## src/shared/rtc_sram_pkg.sv

```systemverilog
// Constants and types for the timekeeping SRAM host port controller
// Function
// - Host holds address stable through write
// - Host keeps recovery gap before next cycle
// - Host holds data around end of write
// - Host holds strobes inactive during power-up; reset drives mem_sel_n and mem_str_n high but mem_drv_n low
// - Host avoids bus contention on two-wire control
package rtc_sram_pkg;

  // ****************
  // Geometry
  // ****************
  localparam int ADDR_W = 11;
  localparam int DATA_W = 8;
  localparam logic [10:0] ADDR_YEAR = 11'h7ff;
  localparam logic [10:0] ADDR_MONTH = 11'h7fe;
  localparam logic [10:0] ADDR_DATE = 11'h7fd;
  localparam logic [10:0] ADDR_DAY = 11'h7fc;
  localparam logic [10:0] ADDR_HOUR = 11'h7fb;
  localparam logic [10:0] ADDR_MINUTES = 11'h7fa;
  localparam logic [10:0] ADDR_SECONDS = 11'h7f9;
  localparam logic [10:0] ADDR_CONTROL = 11'h7f8;

  // ****************
  // Timing (fastest grade), 4 ns clock
  // ****************
  localparam int CLK_PERIOD_NS = 4;
  localparam int READ_ACCESS_NS = 250;
  localparam int WRITE_PULSE_NS = 160;
  localparam int WRITE_RECOVERY_NS = 10;
  localparam int INPUT_LEAD_TIME_NS = 100;
  localparam int INPUT_KEEP_TIME_NS = 0;
  localparam int STROBE_TO_FLOAT_DELAY_NS = 80;
  localparam int OUTPUT_FLOAT_NS = 50;
  localparam int READ_CYC = (READ_ACCESS_NS + CLK_PERIOD_NS - 1) / CLK_PERIOD_NS;
  localparam int WRITE_CYC = (WRITE_PULSE_NS + CLK_PERIOD_NS - 1) / CLK_PERIOD_NS;
  localparam int LEAD_CYC = (INPUT_LEAD_TIME_NS + CLK_PERIOD_NS - 1) / CLK_PERIOD_NS;
  localparam int FLOAT_CYC = (STROBE_TO_FLOAT_DELAY_NS + CLK_PERIOD_NS - 1) / CLK_PERIOD_NS;
  localparam int TURN_CYC = (OUTPUT_FLOAT_NS + CLK_PERIOD_NS - 1) / CLK_PERIOD_NS;
  localparam int RECOV_CYC = (WRITE_RECOVERY_NS + CLK_PERIOD_NS - 1) / CLK_PERIOD_NS;
  localparam int KEEP_CYC = (INPUT_KEEP_TIME_NS + CLK_PERIOD_NS - 1) / CLK_PERIOD_NS + 1;
  localparam int CNT_W = 8;

  typedef enum logic [5:0] {
    ST_IDLE = 6'b000001,
    ST_RD = 6'b000010,
    ST_WFLT = 6'b000100,
    ST_WR = 6'b001000,
    ST_KEEP = 6'b010000,
    ST_RECOV = 6'b100000
  } phase_e;

  typedef struct packed {
    logic we;
    logic [ADDR_W-1:0] addr;
    logic [DATA_W-1:0] wdata;
  } req_s;

  typedef struct packed {
    logic sel_n;
    logic drv_n;
    logic str_n;
  } strobe_s;

endpackage

```

## src/rtl/rtc_sram_host.sv

```systemverilog
// Host-side controller for the byte-wide timekeeping SRAM port
`timescale 1ns/100ps
module rtc_sram_host
  import rtc_sram_pkg::*;
(
  input wire logic clk_sys,
  input wire logic rst_n,
  input wire logic alt_variant,
  input wire logic req_valid,
  input wire req_s req,
  output logic req_ready,
  output logic rsp_valid,
  output logic [DATA_W-1:0] rsp_data,
  output logic mem_sel_n,
  output logic mem_drv_n,
  output logic mem_str_n,
  output logic [ADDR_W-1:0] mem_addr,
  output logic [DATA_W-1:0] mem_dq_o,
  output logic mem_dq_oe,
  input wire logic [DATA_W-1:0] mem_dq_i
);

  // ****************
  // State
  // ****************
  phase_e state_r;
  logic [CNT_W-1:0] cnt_r;
  logic alt_r;
  strobe_s strb_r;
  logic [DATA_W-1:0] dq_s1_r;
  logic [DATA_W-1:0] dq_s2_r;

  function automatic logic [CNT_W-1:0] cyc(input int n);
    cyc = CNT_W'(n - 1);
  endfunction

  assign mem_sel_n = strb_r.sel_n;
  assign mem_drv_n = strb_r.drv_n;
  assign mem_str_n = strb_r.str_n;

  // Pin data is asynchronous; two stages before use
  always_ff @(posedge clk_sys or negedge rst_n) begin
    if (!rst_n) begin
      dq_s1_r <= 8'h00;
      dq_s2_r <= 8'h00;
    end else begin
      dq_s1_r <= mem_dq_i;
      dq_s2_r <= dq_s1_r;
    end
  end

  // ****************
  // Sequencer
  // ****************
  always_ff @(posedge clk_sys or negedge rst_n) begin
    if (!rst_n) begin
      state_r <= ST_IDLE;
      cnt_r <= 8'h00;
      alt_r <= 1'b0;
      strb_r <= 3'b101;
      mem_addr <= 11'h000;
      mem_dq_o <= 8'h00;
      mem_dq_oe <= 1'b0;
      req_ready <= 1'b0;
      rsp_valid <= 1'b0;
      rsp_data <= 8'h00;
    end else begin
      rsp_valid <= 1'b0;
      case (state_r)
        ST_IDLE: begin
          req_ready <= 1'b1;
          strb_r <= '{sel_n: 1'b1, drv_n: ~alt_variant, str_n: 1'b1};
          if (req_valid && req_ready) begin
            req_ready <= 1'b0;
            alt_r <= alt_variant;
            mem_addr <= req.addr;
            if (req.we) begin
              mem_dq_o <= req.wdata;
              // Alt variant: drive enable held low until the float wait ends and data is driven
              strb_r <= '{sel_n: 1'b0, drv_n: 1'b1, str_n: 1'b0};
              if (alt_variant) begin
                strb_r.drv_n <= 1'b0;
              end
              // Wait for device outputs to float before driving
              cnt_r <= cyc(FLOAT_CYC);
              state_r <= ST_WFLT;
            end else begin
              strb_r <= '{sel_n: 1'b0, drv_n: 1'b0, str_n: 1'b1};
              // Access time plus two synchroniser stages before sampling
              cnt_r <= cyc(READ_CYC + 2);
              state_r <= ST_RD;
            end
          end
        end
        ST_RD: begin
          if (cnt_r == 8'h00) begin
            // Pin value is two stages old, access time already met
            rsp_data <= dq_s2_r;
            rsp_valid <= 1'b1;
            strb_r <= '{sel_n: 1'b1, drv_n: 1'b1, str_n: 1'b1};
            cnt_r <= cyc(TURN_CYC);
            state_r <= ST_RECOV;
          end else begin
            cnt_r <= cnt_r - 8'h01;
          end
        end
        ST_WFLT: begin
          if (cnt_r == 8'h00) begin
            mem_dq_oe <= 1'b1;
            if (alt_r) begin
              strb_r.drv_n <= 1'b1;
            end
            cnt_r <= cyc((WRITE_CYC > LEAD_CYC) ? WRITE_CYC : LEAD_CYC);
            state_r <= ST_WR;
          end else begin
            cnt_r <= cnt_r - 8'h01;
          end
        end
        ST_WR: begin
          if (cnt_r == 8'h00) begin
            // Alt variant ends on the drive enable fall with strobe still low,
            // so the device never sees a read while our data is on the bus
            if (alt_r) begin
              strb_r.drv_n <= 1'b0;
            end else begin
              strb_r.str_n <= 1'b1;
            end
            cnt_r <= cyc(KEEP_CYC);
            state_r <= ST_KEEP;
          end else begin
            cnt_r <= cnt_r - 8'h01;
          end
        end
        ST_KEEP: begin
          if (cnt_r == 8'h00) begin
            mem_dq_oe <= 1'b0;
            strb_r.sel_n <= 1'b1;
            strb_r.str_n <= 1'b1;
            rsp_valid <= 1'b1;
            cnt_r <= cyc(RECOV_CYC);
            state_r <= ST_RECOV;
          end else begin
            cnt_r <= cnt_r - 8'h01;
          end
        end
        ST_RECOV: begin
          if (cnt_r == 8'h00) begin
            state_r <= ST_IDLE;
          end else begin
            cnt_r <= cnt_r - 8'h01;
          end
        end
        default: begin
          state_r <= ST_IDLE;
        end
      endcase
    end
  end

  // ****************
  // Write data lead counter
  // ****************
  // Cycles of driven data inside the write pulse
  logic [CNT_W-1:0] lead_cnt_r;

  always_ff @(posedge clk_sys or negedge rst_n) begin
    if (!rst_n) begin
      lead_cnt_r <= 8'h00;
    end else if (state_r == ST_WR) begin
      lead_cnt_r <= lead_cnt_r + 8'h01;
    end else begin
      lead_cnt_r <= 8'h00;
    end
  end

  // ****************
  // Checks
  // ****************
  // Only our own pins are watched; the device side is not observed
  chk_addr_stable: assert property (@(posedge clk_sys) disable iff (!rst_n)
    (state_r == ST_WR) |=> $stable(mem_addr)) else $error("address moved during write");
  chk_no_contention: assert property (@(posedge clk_sys) disable iff (!rst_n)
    mem_dq_oe |-> !(!mem_sel_n && !mem_drv_n && mem_str_n)) else $error("bus contention");
  chk_data_held: assert property (@(posedge clk_sys) disable iff (!rst_n)
    $rose(mem_str_n) && !mem_sel_n |-> mem_dq_oe && $stable(mem_dq_o)) else $error("data dropped at end");
  chk_recovery: assert property (@(posedge clk_sys) disable iff (!rst_n)
    $rose(mem_sel_n) |-> mem_sel_n [*3]) else $error("recovery too short");
  chk_alt_write: assert property (@(posedge clk_sys) disable iff (!rst_n)
    (state_r == ST_WR) && alt_r && (cnt_r != 8'h00) |-> mem_drv_n) else $error("alt drive low in write");
  chk_read_len: assert property (@(posedge clk_sys) disable iff (!rst_n)
    $rose(state_r == ST_RD) |-> (mem_str_n && !mem_sel_n) [*8]) else $error("read cut short");

  // ****************
  // Phase checks
  // ****************
  // Idle leaves the device deselected and our drivers off
  chk_idle_safe: assert property (@(posedge clk_sys) disable iff (!rst_n)
    (state_r == ST_IDLE) |-> mem_sel_n && mem_str_n && !mem_dq_oe) else $error("idle not deselected");
  // Device may still drive while its outputs float
  chk_float_wait: assert property (@(posedge clk_sys) disable iff (!rst_n)
    (state_r == ST_WFLT) |-> !mem_sel_n && !mem_str_n && !mem_dq_oe) else $error("drove before float");
  // Never drive while reading
  chk_read_quiet: assert property (@(posedge clk_sys) disable iff (!rst_n)
    (state_r == ST_RD) |-> !mem_sel_n && !mem_drv_n && mem_str_n && !mem_dq_oe) else $error("drive in read");
  // 65 = access cycles plus two synchroniser stages
  chk_read_time: assert property (@(posedge clk_sys) disable iff (!rst_n)
    $rose(state_r == ST_RD) |-> ##65 (rsp_valid && (state_r == ST_RECOV))) else $error("read answer late");
  // Data set up long enough before the write ends
  chk_write_lead: assert property (@(posedge clk_sys) disable iff (!rst_n)
    (state_r == ST_KEEP) |-> (lead_cnt_r >= CNT_W'(LEAD_CYC))) else $error("data lead too short");
  // Data and select still held just after the end of write
  chk_keep_hold: assert property (@(posedge clk_sys) disable iff (!rst_n)
    (state_r == ST_KEEP) |-> mem_dq_oe && !mem_sel_n && $stable(mem_dq_o)) else $error("data not kept");
  // Alt variant write ended by drive enable, strobe still low
  chk_alt_end: assert property (@(posedge clk_sys) disable iff (!rst_n)
    (state_r == ST_KEEP) && alt_r |-> !mem_drv_n && !mem_str_n) else $error("alt write end wrong");
  // Basic variant write ended by the strobe
  chk_basic_end: assert property (@(posedge clk_sys) disable iff (!rst_n)
    (state_r == ST_KEEP) && !alt_r |-> mem_str_n && mem_drv_n) else $error("basic write end wrong");

endmodule

```

## config.mk

```make
export PLATFORM = sky130hd
export DESIGN_NAME = rtc_sram_host
export DESIGN_NICKNAME = d
export VERILOG_FILES = /design/src/shared/rtc_sram_pkg.sv /design/src/rtl/rtc_sram_host.sv
export SDC_FILE = /design/constraint.sdc
export NUM_CORES = 1
export LEC_CHECK = 0
export BUFFER_PORTS_ARGS = -buffer_cell sky130_fd_sc_hd__buf_2
export CAP_MARGIN = 20
export CORE_MARGIN = 2
export CORE_UTILIZATION = 45
export DETAILED_ROUTE_END_ITERATION = 16
export PLACE_DENSITY = 0.82
export SYNTH_ARGS = -nofsm -noshare
export SYNTH_HDL_FRONTEND = slang
export SYNTH_SLANG_ARGS = --single-unit
```

## constraint.sdc

```tcl
create_clock -name clk_sys -period 1.9 [get_ports clk_sys]
set_input_delay 0.19 -clock clk_sys [delete_from_list [all_inputs] [get_ports clk_sys]]
set_output_delay 0.19 -clock clk_sys [all_outputs]
set_load 0.01 [all_outputs]
```

==> flow_summary_export.csv <==
group,metric,value,unit
yosys,yosysWarningCount,0,
layout,multi_input_area,1260,um2
global_routing,grt_max_degree,65,
floorplan,core_region_area,6310,um2
pwr,power_density,1820,nW/um2
sta,worst_slack,-0.152,ns
yosys,async_reset_ff_share,100,%
sta,hold_viol,0,
pwr,finalPower,7.24,mW
yosys,synth_cells,235,
setup_path,endpoint_kind,"register",
clock_network,cts.sinks,64,
floorplan,die_w,84.4,um
layout,drive_above_1_share,51.4,%
yosys,ys.flop_type,"dfrtp_1",
layout,antenna_cells,0,
layout,seq_area,1610,um2
drt,viasPerCell,5.77,
sta,min_period,2.05,ns
drt,drt_iter0_drc,235,
place,place_area,3500,um2
global_routing,grt_pass1_wl,13.4,mm
layout,synthToLayoutAreaGrowth,37.0,%
drt,wl_met1,3.13,mm
setup_path,r2r_cells,6,
sta,worstMarginPinSlew,0.482,ns
clock_network,cts_root_buffer,"clkbuf_8",
sta,finalClockSkew,0.00948,ns
drt,met3RoutedLength,723,um
yosys,synth_cell_types,57,
clock_network,h-tree-depth,3,
pwr,power.leakage,1.87,nW
setup_path,worst-path-max-fanout,8,
setup_path,slowest_stage,"a2111oi_1",
drt,detail_route.wl_per_cell,20.3,um
yosys,synth_nets,269,
hold_path,hp-class,"input pin to register",
floorplan,start_util,46.0,%
setup_path,r2r_slack,-0.15,ns
floorplan,die_h,84.4,um
layout,fillers,454,
global_routing,grt_pass1_vias,2628,
setup_path,crit_type,"register to register",
global_routing,overflow,0,
sta,fmax,487,MHz
clock_network,cts.clk_slew.worst_paths,0.08,ns
global_routing,gr-usage-all-layers,24.7,%
setup_path,reg2reg_to,"cnt_r[4]$_DFFE_PN0P_",
status,violations,"negative setup slack",
yosys,ys_seq_elements,64,
drt,routed.top_layer,"met4",
hold_path,hold_path_end,"mem_addr[8]$_DFFE_PN0P_",
place,gp_congestion,0.994,
hold_path,min_from,"req[16]",
job,drv_cap,0,
sta,fin_crit_sh,108,%
setup_path,required,2.17,ns
sta,tns,-0.152,ns
drt,postRouteAntennaNets,0,
yosys,syn-cell-area,2910,um2
clock_network,cts_buffers,9,
clock_network,clk_latency,0.35,ns
setup_path,critPathArrivalTime,2.32,ns
clock_network,cts_buffer_depth,2,
drt,wl_met2,4.40,mm
sta,slew_violations,0,
place,portBuffers,64,
setup_path,critPathTopFamily,"compound AO/OA/AOI/OAI gates",
layout,final_common_cell,"buf_2",
layout,final_area,3980,um2
drt,wl,8.67,mm
setup_path,crit_buf_inv,1,
yosys,synth_edf_count,0,
layout,layout_common_cells,"64 x buf_2, 58 x dfrtp_1, 35 x buf_4",
sta,setup_viol,1,
drt,first_pass_iters,4,
floorplan,num_rows,29,
clock_network,cts_tree,"built",
floorplan,io_pins,65,
place,pre_cts_slack,0.00659,ns
drt,drc_errors,0,
global_routing,antenna_found_initial,0,
setup_path,crit_path_max_incr_delay,0.57,ns
layout,fin_nets,379,
setup_path,worstPathCellList,"nor2_2 > buf_4 > nand3_1 > a2111oi_1 > mux2i_1 > o2bb2ai_2",
yosys,syn_avg_cell_area,12.4,um2
hold_path,hold_depth,2,
status,outcome,"complete, but fails checks",
setup_path,reg2reg_from,"state_r[3]$_DFFE_PN0P_",
layout,final_util,63.1,%
place,dp_hpwl,4.96,mm
yosys,yosysSeqAreaShare,55.3,%
pwr,ir_drop,1170,uV
floorplan,fp.dieArea,7110,um2
sta,max_slew_margin,67.8,%
setup_path,crit_path_start_kind,"register",
drt,num_vias,2462,
## where the power goes
part / internal [mW] / leakage [nW] / switching [mW]
Clock: 1.01 / 0.134 / 0.582
Sequential: 1.87 / 0.782 / 0.407
Combinational: 1.60 / 0.956 / 1.77
Total: 4.48 / 1.87 / 2.76
## stage by stage
| stage | hold WS [ns] | std cells |
|---|---|---|
| 2_1_floorplan | -0.106 | 235 |
| 3_3_place_gp | 0.224 | 398 |
| 3_5_place_dp | 0.225 | 398 |
| 4_1_cts | 0.0712 | 423 |
| 5_1_grt | 0.0626 | 427 |
| 6_report | 0.0747 | 427 |
## synthesized netlist by cell type (all sizes together), types with 5 or more instances
cell,instances,area (um2)
dfrtp,61,1530
mux2,28,315
nor2,16,62.6
nand2,15,58.8
buf,11,88.8
o21ai,9,48.8
inv,7,26.3
nand3,6,30.0
o211ai,6,45.0
a21oi,5,25.0
a31oi,5,31.3
o22ai,5,31.3
## registers in the layout, summed over array words and instances (netlist names), 6 cells and up
signal	cells
dq_s1_r	8
cnt_r	8
state_r	6
dq_s2_r	8
rsp_data	8
mem_addr	11
mem_dq_o	8
## timing repair
item / in CTS / in global routing
buffers inserted: 0 / 4
hold endpoints to repair: 69 / 0
pin swaps: 1 / 9
hold buffers: 9 / 0
resized for setup: 2 / 21
endpoints found under the setup margin: 3 / 32
## kinds of logic after synthesis
family,synth area share (%)
and+or+nand+nor,14.0
DFF,55.3
AOI/OAI and AO/OA,11.9
muxes,12.2
buffers and inverters,4.22
xor gates and xnor gates,1.51
adders and majority gates,0.861
## routing by layer
metal / up-vias / global-route usage (%)
met5: - / 0
met4: 0 / 14.4
met3: 36 / 8.65
met2: 131 / 39.9
met1: 1214 / 28.6
li1: 1081 / -
## worst max-delay path by stage
stage / from / endpoint / slack (ns) / cells past startpoint
floorplan: state_r[0]$_DFFE_PN1P_ / mem_addr[3]$_DFFE_PN0P_ / 0.009 / 6
global placement: state_r[3]$_DFFE_PN0P_ / cnt_r[3]$_DFFE_PN0P_ / 0.04 / 5
detailed placement: state_r[3]$_DFFE_PN0P_ / cnt_r[3]$_DFFE_PN0P_ / 0.007 / 5
CTS: state_r[3]$_DFFE_PN0P_ / cnt_r[0]$_DFFE_PN0P_ / 0.004 / 5
global route: state_r[1]$_DFFE_PN0P_ / cnt_r[4]$_DFFE_PN0P_ / -0.24 / 7
finish: state_r[3]$_DFFE_PN0P_ / cnt_r[4]$_DFFE_PN0P_ / -0.15 / 6
## cell type report
type,count,share of cell area [%]
Clock buffer,9,3.11
Clock inverter,7,3.58
Inverter,7,0.660
Multi-Input combinational cell,151,31.6
Sequential cell,64,40.4
Tap cell,77,2.42
Timing Repair Buffer,112,18.3
## worst reg2reg max path, delay by kind of cell (launching register included)
family / cells / cell delay, ns
flops: 1 / 0.51
simple gates: 2 / 0.38
buf+inv: 1 / 0.17
mux: 1 / 0.17
compound gates: 2 / 0.75
No activity file was read; power rests on OpenSTA's default activity.
